--- src/shared/brk_pkg.sv ---
// constants, types and helpers shared by the breaker command block and its leaves
// assumes a single 10 MHz clock and millisecond-based settings
package brk_pkg;

   // clock and tick timing
   localparam int unsigned CLK_PERIOD_NS   = 100;
   localparam int unsigned MS_NS           = 1000000;
   localparam int unsigned TICK_CYCLES_DEF = MS_NS / CLK_PERIOD_NS;

   // fixed pulse on the operated output, in ms
   localparam logic [7:0]  OPER_PULSE_MS   = 8'd150;

   // register port geometry
   localparam int unsigned ADDR_W          = 4;
   localparam int unsigned DATA_W          = 16;

   // register offsets
   localparam logic [3:0]  REG_CTRL        = 4'h0;
   localparam logic [3:0]  REG_PULSE_LEN   = 4'h1;
   localparam logic [3:0]  REG_MAX_OPER    = 4'h2;
   localparam logic [3:0]  REG_MAX_INTER   = 4'h3;
   localparam logic [3:0]  REG_SYNC_WAIT   = 4'h4;
   localparam logic [3:0]  REG_STATUS      = 4'h5;

   // control register fields
   localparam int unsigned CTRL_SW_EN_BIT  = 0;
   localparam int unsigned CTRL_CLR_BIT    = 1;

   // status register fields
   localparam int unsigned ST_POS_LSB      = 0;
   localparam int unsigned ST_OPENED_BIT   = 2;
   localparam int unsigned ST_CLOSED_BIT   = 3;
   localparam int unsigned ST_UNINT_BIT    = 4;
   localparam int unsigned ST_FAIL_BIT     = 5;
   localparam int unsigned ST_BUSY_BIT     = 6;
   localparam int unsigned ST_SW_BIT       = 7;

   // reset values of the settings; the times are in ms
   localparam logic        CTRL_SW_EN_RST  = 1'b0;
   localparam logic [15:0] PULSE_LEN_RST   = 16'd100;
   localparam logic [15:0] MAX_OPER_RST    = 16'd1000;
   localparam logic [15:0] MAX_INTER_RST   = 16'd100;
   localparam logic [15:0] SYNC_WAIT_RST   = 16'd1000;

   typedef enum logic [1:0] {
      POS_INTER,
      POS_OFF,
      POS_ON,
      POS_BAD
   } pos_t;

   function automatic pos_t pos_code(input logic off_in, input logic on_in);
      unique case ({on_in, off_in})
         2'b00:   pos_code = POS_INTER;
         2'b01:   pos_code = POS_OFF;
         2'b10:   pos_code = POS_ON;
         default: pos_code = POS_BAD;
      endcase
   endfunction

endpackage

--- src/breaker_command_control.sv ---
// circuit breaker command control: gated open/close pulses, status filter,
// sync wait, operated pulse and unintended-operation detection
// assumes one 10 MHz clock; the 13 control and status pins are asynchronous and synchronised here, the register port is not
//
// Functional notes
// local panel requests accepted only while local permission is high
// remote requests accepted only while remote permission is high
// close command issued only while sync_ok is high
// without synchrocheck, surrounding logic ties sync_ok high
// open command only while open_enable is high
// close command only while close_enable is high
// block_operation suppresses all open and close commands
// breaker supplies separate off and on status contacts
// external_trip counts as a legitimate cause of a position change
// accepted open drives one open_command pulse of the set length
// accepted close drives one close_command pulse of the set length
// sync_ok false for whole wait time starts synchroswitch when enabled
// every position change gives a 150 ms operated pulse
// change without command or external trip sets unintended_operation
// opened follows the filtered off position
// closed follows the filtered on position
// pulse length set in ms, 100 ms after reset
// sync wait set in ms, 1000 ms after reset, then synchroswitch starts
// intermediate reported only after outlasting the set wait time
// failure flagged when position not reached within max operating time
// position code: intermediate, off, on, bad from the two contacts
// all timers run from a 1 ms tick and clear on reset
// new requests ignored while a command pulse is active
`timescale 1ns/1ns
module breaker_command_control #(
   parameter int unsigned TICK_CYCLES = brk_pkg::TICK_CYCLES_DEF
) (
   input  wire logic                        ref_clk,
   input  wire logic                        rst_b,
   input  wire logic                        local_enable,
   input  wire logic                        remote_enable,
   input  wire logic                        local_open_req,
   input  wire logic                        local_close_req,
   input  wire logic                        remote_open_req,
   input  wire logic                        remote_close_req,
   input  wire logic                        sync_ok,
   input  wire logic                        open_enable,
   input  wire logic                        close_enable,
   input  wire logic                        block_operation,
   input  wire logic                        status_off_in,
   input  wire logic                        status_on_in,
   input  wire logic                        external_trip,
   input  wire logic [brk_pkg::ADDR_W-1:0]  reg_addr,
   input  wire logic [brk_pkg::DATA_W-1:0]  reg_wdata,
   input  wire logic                        reg_wr,
   input  wire logic                        reg_rd,
   output logic      [brk_pkg::DATA_W-1:0]  reg_rdata,
   output logic                             open_command,
   output logic                             close_command,
   output logic                             sync_switch_start,
   output logic                             operated,
   output logic                             unintended_operation,
   output logic                             opened,
   output logic                             closed,
   output brk_pkg::pos_t                    position,
   output logic                             operation_failed
);
   import brk_pkg::*;

   localparam int unsigned NIN = 13;

   typedef enum logic [2:0] {
      ST_IDLE,
      ST_WAIT_SYNC,
      ST_PULSE_OPEN,
      ST_PULSE_CLOSE,
      ST_SUPERVISE
   } state_t;

   // true on the tick at which a count started from zero has run len ms
   function automatic logic expired(input logic t, input logic [15:0] cnt,
                                    input logic [15:0] len);
      expired = t && ({1'b0, cnt} + 17'd1 >= {1'b0, len});
   endfunction

   logic [NIN-1:0] pin_in;
   logic [NIN-1:0] meta_q;
   logic [NIN-1:0] sync_q;
   logic           loc_en_s, rem_en_s, loc_open_s, loc_close_s, rem_open_s, rem_close_s;
   logic           sync_ok_s, open_en_s, close_en_s, block_s, off_s, on_s, trip_s;
   logic [3:0]     req_prev_q;
   logic           open_req, close_req, open_acc, close_acc;

   logic           sw_en_q;
   logic [15:0]    pulse_len_q, max_oper_q, max_inter_q, sync_wait_q;
   logic [15:0]    rdata_q;
   logic           clr_wr;

   state_t         state_q;
   pos_t           target_q;
   logic [15:0]    ms_cnt_q;
   logic           tmr_restart, tmr_tick, free_tick;
   logic           open_cmd_q, close_cmd_q, sw_start_q, fail_q;

   pos_t           pos_filt;
   pos_t           last_q;
   logic           last_valid_q, pos_change;
   logic           trip_seen_q, unint_q, oper_q;
   logic [7:0]     oper_cnt_q;

   // each of the 13 control and status pins passes two flip-flops before any logic sees it; the register port does not
   assign pin_in = {local_enable, remote_enable, local_open_req, local_close_req,
                    remote_open_req, remote_close_req, sync_ok, open_enable,
                    close_enable, block_operation, status_off_in, status_on_in,
                    external_trip};

   genvar gi;
   generate
      for (gi = 0; gi < NIN; gi++) begin : g_sync
         always_ff @(posedge ref_clk or negedge rst_b) begin
            if (!rst_b) begin
               meta_q[gi] <= 1'b0;
               sync_q[gi] <= 1'b0;
            end else begin
               meta_q[gi] <= pin_in[gi];
               sync_q[gi] <= meta_q[gi];
            end
         end
      end
   endgenerate

   assign {loc_en_s, rem_en_s, loc_open_s, loc_close_s, rem_open_s, rem_close_s,
           sync_ok_s, open_en_s, close_en_s, block_s, off_s, on_s, trip_s} = sync_q;

   // requests act on their rising edge
   always_ff @(posedge ref_clk or negedge rst_b) begin
      if (!rst_b) begin
         req_prev_q <= '0;
      end else begin
         req_prev_q <= {loc_open_s, loc_close_s, rem_open_s, rem_close_s};
      end
   end

   assign open_req  = (loc_en_s && loc_open_s && !req_prev_q[3]) ||
                      (rem_en_s && rem_open_s && !req_prev_q[1]);
   assign close_req = (loc_en_s && loc_close_s && !req_prev_q[2]) ||
                      (rem_en_s && rem_close_s && !req_prev_q[0]);

   // open wins over a simultaneous close; only taken when idle
   assign open_acc  = (state_q == ST_IDLE) && open_req && open_en_s && !block_s;
   assign close_acc = (state_q == ST_IDLE) && close_req && !open_acc
                      && close_en_s && !block_s;

   // register writes
   assign clr_wr = reg_wr && reg_addr == REG_CTRL && reg_wdata[CTRL_CLR_BIT];

   always_ff @(posedge ref_clk or negedge rst_b) begin
      if (!rst_b) begin
         sw_en_q     <= CTRL_SW_EN_RST;
         pulse_len_q <= PULSE_LEN_RST;
         max_oper_q  <= MAX_OPER_RST;
         max_inter_q <= MAX_INTER_RST;
         sync_wait_q <= SYNC_WAIT_RST;
      end else if (reg_wr) begin
         unique case (reg_addr)
            REG_CTRL:      sw_en_q     <= reg_wdata[CTRL_SW_EN_BIT];
            REG_PULSE_LEN: pulse_len_q <= reg_wdata;
            REG_MAX_OPER:  max_oper_q  <= reg_wdata;
            REG_MAX_INTER: max_inter_q <= reg_wdata;
            REG_SYNC_WAIT: sync_wait_q <= reg_wdata;
            default:       ;
         endcase
      end
   end

   // read data stand in the cycle after the strobe only
   always_ff @(posedge ref_clk or negedge rst_b) begin
      if (!rst_b) begin
         rdata_q <= '0;
      end else if (reg_rd) begin
         unique case (reg_addr)
            REG_CTRL:      rdata_q <= {15'h0000, sw_en_q};
            REG_PULSE_LEN: rdata_q <= pulse_len_q;
            REG_MAX_OPER:  rdata_q <= max_oper_q;
            REG_MAX_INTER: rdata_q <= max_inter_q;
            REG_SYNC_WAIT: rdata_q <= sync_wait_q;
            REG_STATUS:    rdata_q <= {8'h00, sw_start_q, state_q != ST_IDLE, fail_q,
                                       unint_q, pos_filt == POS_ON, pos_filt == POS_OFF,
                                       pos_filt};
            default:       rdata_q <= '0;
         endcase
      end else begin
         rdata_q <= '0;
      end
   end

   assign reg_rdata = rdata_q;

   // the command timer restarts its own tick so pulse widths are exact
   assign tmr_restart = open_acc || close_acc ||
                        (state_q == ST_WAIT_SYNC && sync_ok_s && close_en_s && !block_s);

   ms_tick #(
      .CYCLES (TICK_CYCLES)
   ) u_cmd_tick (
      .ref_clk (ref_clk),
      .rst_b   (rst_b),
      .restart (tmr_restart),
      .tick    (tmr_tick)
   );

   ms_tick #(
      .CYCLES (TICK_CYCLES)
   ) u_free_tick (
      .ref_clk (ref_clk),
      .rst_b   (rst_b),
      .restart (1'b0),
      .tick    (free_tick)
   );

   position_filter u_filter (
      .ref_clk   (ref_clk),
      .rst_b     (rst_b),
      .off_s     (off_s),
      .on_s      (on_s),
      .tick      (free_tick),
      .max_inter (max_inter_q),
      .pos       (pos_filt),
      .opened    (opened),
      .closed    (closed)
   );

   always_ff @(posedge ref_clk or negedge rst_b) begin
      if (!rst_b) begin
         ms_cnt_q <= '0;
      end else if (tmr_restart) begin
         ms_cnt_q <= '0;
      end else if (tmr_tick && ms_cnt_q != 16'hffff) begin
         ms_cnt_q <= ms_cnt_q + 16'd1;
      end
   end

   always_ff @(posedge ref_clk or negedge rst_b) begin
      if (!rst_b) begin
         state_q  <= ST_IDLE;
         target_q <= POS_INTER;
      end else begin
         unique case (state_q)
            ST_IDLE: begin
               if (open_acc) begin
                  state_q  <= ST_PULSE_OPEN;
                  target_q <= POS_OFF;
               end else if (close_acc) begin
                  target_q <= POS_ON;
                  state_q  <= sync_ok_s ? ST_PULSE_CLOSE : ST_WAIT_SYNC;
               end
            end
            ST_WAIT_SYNC: begin
               if (block_s || !close_en_s) begin
                  state_q <= ST_IDLE;
               end else if (sync_ok_s) begin
                  state_q <= ST_PULSE_CLOSE;
               end else if (expired(tmr_tick, ms_cnt_q, sync_wait_q)) begin
                  state_q <= ST_IDLE;
               end
            end
            ST_PULSE_OPEN, ST_PULSE_CLOSE: begin
               if (block_s) begin
                  state_q <= ST_IDLE;
               end else if (expired(tmr_tick, ms_cnt_q, pulse_len_q)) begin
                  state_q <= ST_SUPERVISE;
               end
            end
            ST_SUPERVISE: begin
               if (pos_filt == target_q || expired(tmr_tick, ms_cnt_q, max_oper_q)) begin
                  state_q <= ST_IDLE;
               end
            end
         endcase
      end
   end

   // command outputs come from flip-flops; block drops them at once
   always_ff @(posedge ref_clk or negedge rst_b) begin
      if (!rst_b) begin
         open_cmd_q  <= 1'b0;
         close_cmd_q <= 1'b0;
      end else begin
         open_cmd_q  <= !block_s && (open_acc || (state_q == ST_PULSE_OPEN &&
                        !expired(tmr_tick, ms_cnt_q, pulse_len_q)));
         close_cmd_q <= !block_s && ((close_acc && sync_ok_s) ||
                        (state_q == ST_WAIT_SYNC && sync_ok_s && close_en_s) ||
                        (state_q == ST_PULSE_CLOSE &&
                        !expired(tmr_tick, ms_cnt_q, pulse_len_q)));
      end
   end

   // one-cycle start request once the wait runs out without sync
   always_ff @(posedge ref_clk or negedge rst_b) begin
      if (!rst_b) begin
         sw_start_q <= 1'b0;
      end else begin
         sw_start_q <= sw_en_q && state_q == ST_WAIT_SYNC && !block_s && close_en_s &&
                       !sync_ok_s && expired(tmr_tick, ms_cnt_q, sync_wait_q);
      end
   end

   // failure stays until the next accepted command; set wins
   always_ff @(posedge ref_clk or negedge rst_b) begin
      if (!rst_b) begin
         fail_q <= 1'b0;
      end else if (state_q == ST_SUPERVISE && pos_filt != target_q &&
                   expired(tmr_tick, ms_cnt_q, max_oper_q)) begin
         fail_q <= 1'b1;
      end else if (open_acc || close_acc) begin
         fail_q <= 1'b0;
      end
   end

   // a change is a move between two settled end positions
   assign pos_change = last_valid_q && (pos_filt == POS_OFF || pos_filt == POS_ON)
                       && pos_filt != last_q;

   always_ff @(posedge ref_clk or negedge rst_b) begin
      if (!rst_b) begin
         last_q       <= POS_INTER;
         last_valid_q <= 1'b0;
      end else if (pos_filt == POS_OFF || pos_filt == POS_ON) begin
         last_q       <= pos_filt;
         last_valid_q <= 1'b1;
      end
   end

   // a trip stays remembered until the change it explains
   always_ff @(posedge ref_clk or negedge rst_b) begin
      if (!rst_b) begin
         trip_seen_q <= 1'b0;
      end else if (trip_s) begin
         trip_seen_q <= 1'b1;
      end else if (pos_change) begin
         trip_seen_q <= 1'b0;
      end
   end

   always_ff @(posedge ref_clk or negedge rst_b) begin
      if (!rst_b) begin
         unint_q <= 1'b0;
      end else if (pos_change && state_q == ST_IDLE && !trip_seen_q && !trip_s) begin
         unint_q <= 1'b1;
      end else if (open_acc || close_acc || clr_wr) begin
         unint_q <= 1'b0;
      end
   end

   // operated pulse counts free ticks, so its width may fall short by under 1 ms
   always_ff @(posedge ref_clk or negedge rst_b) begin
      if (!rst_b) begin
         oper_q     <= 1'b0;
         oper_cnt_q <= '0;
      end else if (pos_change) begin
         oper_q     <= 1'b1;
         oper_cnt_q <= '0;
      end else if (oper_q && free_tick) begin
         if (oper_cnt_q + 8'd1 >= OPER_PULSE_MS) begin
            oper_q <= 1'b0;
         end else begin
            oper_cnt_q <= oper_cnt_q + 8'd1;
         end
      end
   end

   assign open_command         = open_cmd_q;
   assign close_command        = close_cmd_q;
   assign sync_switch_start    = sw_start_q;
   assign operated             = oper_q;
   assign unintended_operation = unint_q;
   assign position             = pos_filt;
   assign operation_failed     = fail_q;

endmodule // breaker_command_control

--- src/ms_tick.sv ---
// millisecond tick generator with a restart so a timer can align to it
// assumes the clock of the enclosing block
`timescale 1ns/1ns
module ms_tick #(
   parameter int unsigned CYCLES = 10000
) (
   input  wire logic ref_clk,
   input  wire logic rst_b,
   input  wire logic restart,
   output logic      tick
);
   import brk_pkg::*;

   localparam int unsigned W = $clog2(CYCLES + 1);
   localparam logic [W-1:0] LAST = W'(CYCLES - 1);

   logic [W-1:0] cnt_q;
   logic         tick_q;

   always_ff @(posedge ref_clk or negedge rst_b) begin
      if (!rst_b) begin
         cnt_q <= '0;
      end else if (restart || cnt_q == LAST) begin
         cnt_q <= '0;
      end else begin
         cnt_q <= cnt_q + W'(1);
      end
   end

   always_ff @(posedge ref_clk or negedge rst_b) begin
      if (!rst_b) begin
         tick_q <= 1'b0;
      end else begin
         tick_q <= (cnt_q == LAST) && !restart;
      end
   end

   assign tick = tick_q;

endmodule // ms_tick

--- src/position_filter.sv ---
// filters the two breaker contacts into a position code and opened/closed levels
// assumes contacts already synchronised and a free-running ms tick
`timescale 1ns/1ns
module position_filter (
   input  wire logic           ref_clk,
   input  wire logic           rst_b,
   input  wire logic           off_s,
   input  wire logic           on_s,
   input  wire logic           tick,
   input  wire logic [15:0]    max_inter,
   output brk_pkg::pos_t       pos,
   output logic                opened,
   output logic                closed
);
   import brk_pkg::*;

   pos_t        raw;
   pos_t        filt_q;
   logic [15:0] cnt_q;

   assign raw = pos_code(off_s, on_s);

   // an intermediate state is held back until it outlasts the set time
   always_ff @(posedge ref_clk or negedge rst_b) begin
      if (!rst_b) begin
         filt_q <= POS_INTER;
         cnt_q  <= '0;
      end else if (raw != POS_INTER) begin
         filt_q <= raw;
         cnt_q  <= '0;
      end else if (tick) begin
         if ({1'b0, cnt_q} + 17'd1 >= {1'b0, max_inter}) begin
            filt_q <= POS_INTER;
         end else begin
            cnt_q <= cnt_q + 16'd1;
         end
      end
   end

   assign pos    = filt_q;
   assign opened = (filt_q == POS_OFF);
   assign closed = (filt_q == POS_ON);

endmodule // position_filter

--- config.mk ---
export PLATFORM = sky130hd
export DESIGN_NAME = breaker_command_control
export DESIGN_NICKNAME = d
export VERILOG_FILES = /design/src/shared/brk_pkg.sv /design/src/breaker_command_control.sv /design/src/ms_tick.sv /design/src/position_filter.sv
export SDC_FILE = /design/constraint.sdc
export NUM_CORES = 1
export LEC_CHECK = 0
export ABC_AREA = 1
export BUFFER_PORTS_ARGS = -buffer_cell sky130_fd_sc_hd__buf_2
export CORE_ASPECT_RATIO = 1.75
export CORE_MARGIN = 2
export CORE_UTILIZATION = 58
export CTS_CLUSTER_DIAMETER = 60
export DETAILED_ROUTE_END_ITERATION = 8
export GPL_ROUTABILITY_DRIVEN = 1
export GPL_TIMING_DRIVEN = 0
export PLACE_DENSITY_LB_ADDON = 0.3
export SLEW_MARGIN = 5
export SYNTH_ARGS = -nofsm -noshare
export SYNTH_HDL_FRONTEND = slang
export SYNTH_SLANG_ARGS = --single-unit
export TNS_END_PERCENT = 5
--- constraint.sdc ---
create_clock -name ref_clk -period 3.8 [get_ports ref_clk]
set_input_delay 0.19 -clock ref_clk [delete_from_list [all_inputs] [get_ports ref_clk]]
set_output_delay 0.19 -clock ref_clk [all_outputs]
set_load 0.03 [all_outputs]
# [Word level (Yosys, flattened, before mapping)]
# Cells that the tools add are included.
# W data, S select, Z words.
[word_totals] wordCells=219 out_inout_bits=26 in_bits=37 reg_bits=198
[classes] mux=37 order_cmp=5 reduce_logical=93 n_eq_ne=25 addsub=7
[op_table] operator="$mux W16" n=6
[op_table] operator="$pmux W16 S6" n=1
[op_table] operator="$ge A17 B16 Y1" n=4
[op_table] operator="$logic_and A1 B1 Y1" n=43
[op_table] operator="$add A16 B1 Y17 const B" n=2
[op_table] operator="$add A16 B1 Y16 const B" n=2
[op_table] operator="$add A14 B1 Y14 const B" n=2
[op_table] operator="$eq A14 B14 Y1 const B" n=2
[op_table] operator="$mux W14" n=2
[op_table] operator="$mux W3" n=8
[op_table] operator="$mux W8" n=3
[op_table] operator="$reduce_and A2 Y1" n=10
[op_table] operator="$reduce_bool A2 Y1" n=10
[op_table] operator="$ne A16 B16 Y1 const B" n=1
[op_table] operator="$logic_not A1 Y1" n=12
[op_table] operator="$logic_or A1 B1 Y1" n=12
[op_table] operator="$mux W2" n=6
[op_table] operator="$pmux W3 S4" n=1
[op_table] operator="$mux W1" n=9
[op_table] operator="$add A8 B1 Y8 const B" n=1
[op_table] operator="$eq A4 B2 Y1 const B" n=2
[op_table] operator="$eq A4 B3 Y1 const B" n=2
[op_table] operator="$ge A8 B8 Y1 const B" n=1
[op_table] operator="$eq A3 B2 Y1 const B" n=2
[op_table] operator="other kinds (18)" n=23

# [Longest topological paths before layout]
[depth] depth_word=14 mapped_depth=22

# [Cells and area by module]
# A second synthesis with hierarchy kept.
[unflattened] cells_unflattened=1335 hier_area_um2=10996.8
[modules_own_cells] module="breaker_command_control" cells_each=856 n_inst=1 seq_area_each_um2=3776.1 area_per_inst_um2=7541.0
[modules_own_cells] module="ms_tick" cells_each=115 n_inst=2 seq_area_each_um2=375.4 area_per_inst_um2=864.6
[modules_own_cells] module="position_filter" cells_each=249 n_inst=1 seq_area_each_um2=450.4 area_per_inst_um2=1726.7

# [Worst setup path before layout]
# No wires, ideal clock.
[synth_path] path_kind="register to register" start="register u_filter.cnt_q[0]" end="register u_filter.cnt_q[10]" setup_ns=0.117 path_stages_with_launch=21 path_slack_ns=1.058 arrival_time_ns=2.626 path_cell_list="dfrtp_1 > ha_1 > nand3_2 > nor2_2 > nand2_2 > nor2_4 > nand2_1 > nor2_1 > nand2_1 > xor2_1 > inv_1 > ha_1 > a21oi_1 > o211ai_1 > inv_1 > nand2_1 > nor2_4 > nand4_2 > buf_6 > nand3_2 > nand2_1"
[synth_via] elab_chain_cells=4 word_cells_on_any_way=8
[synth_rtl] element="start, declared" line_no="position_filter.sv:19" text="logic [15:0] cnt_q;"
[synth_rtl] element="start signal, assigned" line_no="position_filter.sv:35" text="cnt_q <= cnt_q + 16'd1;"
[synth_rtl] element="$add A16 B1 Y17 or $add A16 B1 Y16 (tied branches)" line_no="position_filter.sv:32, position_filter.sv:35"
[synth_rtl] element="$ge A17 B16 Y1 or $mux W16 (tied branches)" line_no="position_filter.sv:32" text="if ({1'b0, cnt_q} + 17'd1 >= {1'b0, max_inter}) begin"
[synth_rtl] element="$ne A2 B1 Y1 (no line) or $mux W16 (tied branches)"
[synth_rtl] element="$reduce_and A2 Y1 (no line) or $mux W16 (tied branches)"
# Several ways; a longest one is shown, not always the timed one. The select of a mux whose other input is x is not followed.
# A chain may end at the register's enable or synchronous reset.

# [Worst setup path in the final report]
[layout_path] start="register u_filter.cnt_q[0]" end="register u_filter.cnt_q[8]"
# The elaborated chain is that of the path after synthesis.

==> impl_metrics.ini <==
[status]
outcome = finished clean

[routing]
drt-pass1-iter-count = 7
drc = 0
viasPerCell = 5.53
ant_nets = 0
drt_wl_total_um = 26000
vias = 8822
drtIter0Drc = 491
wl_per_cell_um = 16.3

[yosys]
synth-edff-count = 0
synth_top_cell_by_area = dfrtp_1
ys_types = 49
synth_top_area_share_pct = 42.2
avgSynthCellArea_sq_um = 8.53
synth_flop_cell = dfrtp_1
ys_warn_count = 0
synth.most_common_cell = nand2_1
ys_top_cells_by_area = dfrtp_1 42%, nand2_1 8.6%, ha_1 8.4%, inv_1 7.4%, o21ai_0 4.8%
async_flop_share_pct = 100
ys_seq_elements = 198
synthTopCellsByCount = 245 x nand2_1, 211 x inv_1, 180 x dfrtp_1
synth_seq_area_share_pct = 46.6
synth_area_sq_um = 10700
syn_nets = 1361
syn_inst = 1252

[power]
p_total_mw = 5.61
irDropWorstVdd_mv = 0.303
power_density_nw_per_um2 = 464
leakagePower_nw = 6.28

[clocking]
cts_resized = 0
clkSlewWorstSetupHoldPaths_ns = 0.08
cts_max_path_buffers = 2
cts_root_buf = clkbuf_16
clk_latency_ns = 0.45
post_cts.repair.setup_buffers = 0
hold_buffers = 14
cts_sinks = 198
cts_made_buffers = 17
cts_tree = built
cts_max_level = 4

[sta]
timing.setup.tns_ns = 0
fin_ws_ns = 0.438
hold_viol = 0
setup_violations = 0
period_needed_ns = 3.36
slew_viol_final = 0
grt_setup_unrepaired = no
worst_pin_slew_ns = 0.716
fin_worst_skew_ns = 0.0129
max_freq_ghz = 0.297
fin_crit_sh_pct = 88.5
max_slew_margin_pct = 52.2

[setup_path]
critical_path_class = flip-flop to flip-flop
endpoint_kind = flip-flop
start_kind = flip-flop
worstPathArrival_ns = 3.70
crit_required_ns = 4.14
crit_fanout = 10

[placed_design]
finalWeightedCongestion = 0.957
placed_area_sq_um = 11300
portBuffers = 62
dp_slack_ns = 0.430
hpwl_um = 20400

[floorplan]
start_util_pct = 59.2
row_count = 65
die_y_um = 184
design.core.area_sq_um = 18100
ios = 63
die_w_um = 107
die-area_sq_um = 19600

[worst_hold_path]
hold_path_class = primary input to flip-flop

[finish]
final_cell_area_sq_um = 12100
post-route-util_pct = 67.0
multi_input_area_sq_um = 4780
drive_gt1_share_pct = 12.6
syn2layout_area_growth_pct = 13.2
antennaDiodeCount = 0
regArea_sq_um = 4980
nFillCells = 1461
fin_nets = 1457

[global_routing]
grt_pass1_wl_um = 42400
grt_max_degree = 113
track_usage_pct = 27.8
grt_pass1_vias = 9183
antenna_found_initial = 0
grt_overflow_total = 0

[job]
maxCapViolCount = 0
[cells in the final DEF (no fill, tap or decap), drive strengths merged, types with 2 or more instances in the layout]
cell and n:
a21oi 36, a221oi 15, a31oi 5, and3 2
buf 70, bufinv 2, clkbuf 35, clkinv 4
dfrtp 180, dfstp 18, dlygate4sd3 14, ha 72
inv 223, nand2 251, nand3 79, nand3b 6
nand4 24, nor2 97, nor3 20, nor3b 11
nor4 10, o211ai 2, o21a 3, o21ai 104
o21bai 6, o221ai 2, o22ai 21, or2 3
xnor2 4, xor2 35
[final cells by class]
| cell class | instances | share of cell area (%) |
|---|---|---|
| buffer | 25 | 1.00 |
| clock buffer | 17 | 3.52 |
| tap | 234 | 2.42 |
| sequential | 198 | 41.2 |
| timing repair buffer | 77 | 4.03 |
| clock inverter | 15 | 1.70 |
| inverter | 215 | 6.67 |
| multi-input combinational | 814 | 39.5 |
[path summary, 6_finish.rpt]
| check | slack, ns | endpoint | startpoint | depth (start not counted) |
|---|---|---|---|---|
| worst max-delay path | 0.44 | u_filter.cnt_q[8] | u_filter.cnt_q[0] | 20 |
| worst min-delay path | 0.06 | max_oper_q[8] | reg_wdata[8] | 3 |
| worst max register to register | 0.44 | u_filter.cnt_q[8] | u_filter.cnt_q[0] | 20 |
| worst min register to register | 0.35 | trip_s | meta_q[0] | 0 |
| max in group asynchronous | 2.57 | state_q[1] | rst_b | 3 |
| min in group asynchronous | 0.28 | u_filter.cnt_q[14] | rst_b | 2 |
[metrics by stage]
step | cells | hold slack (ns)
after floorplan | 1252 | -0.106
after global placement | 1548 | 0.298
after detailed placement | 1549 | 0.215
after CTS | 1595 | 0.0472
after global routing | 1595 | 0.0733
final | 1595 | 0.0626
[cell families after synthesis]
family | count (synthesis) | synth area share [%]
adder cells (fa/ha/maj) | 72 | 8.43
AO/OA/AOI/OAI | 198 | 10.6
AND/OR/NAND/NOR | 505 | 22.5
XOR/XNOR | 39 | 3.20
flip-flops | 198 | 46.6
buffers and inverters | 240 | 8.69
[critical path, cell delays in order, from the launching register on]
cell and delay (ns):
dfrtp_1 0.42, ha_1 0.22, nand3_2 0.10, nor2_2 0.13, nand2_2 0.11, nor2_4 0.12
nand2_1 0.08, nor2_1 0.20, nand2_1 0.09, xor2_1 0.19, inv_1 0.07, ha_1 0.32
a21oi_1 0.23, o211ai_1 0.11, inv_1 0.07, nand2_1 0.08, nor2_4 0.11, nand4_2 0.22
buf_6 0.25, nand3_2 0.06, nand2_1 0.06
[state kept, by name (all words and copies together) (netlist names), 3 cells and up]
register and cells:
max_inter_q 16, max_oper_q 16, ms_cnt_q 16, pulse_len_q 16, reg_rdata 16, sync_wait_q 16
u_filter.cnt_q 16, u_cmd_tick.cnt_q 14, u_free_tick.cnt_q 14, meta_q 13, oper_cnt_q 8, req_prev_q 4
state_q 3
[report_power, final]
group / internal, mW / switching [mW] / leakage [nW] / total [mW]
clock: 1.01 / 0.906 / 0.305 / 1.92
combinational: 0.388 / 0.708 / 3.47 / 1.10
sequential: 2.40 / 0.202 / 2.51 / 2.60
[layer usage]
metal / vias up / wire length [um] / part of all wire (%) / GRT usage (%)
met5: - / 0 / 0 / 0
met2: 237 / 14600 / 56 / 54.0
met4: 0 / 1660 / 6.4 / 18.0
li1: 4299 / - / - / -
met3: 81 / 781 / 3.0 / 3.62
met1: 4205 / 8960 / 34 / 26.6
No activity file was read; power rests on OpenSTA's default activity.
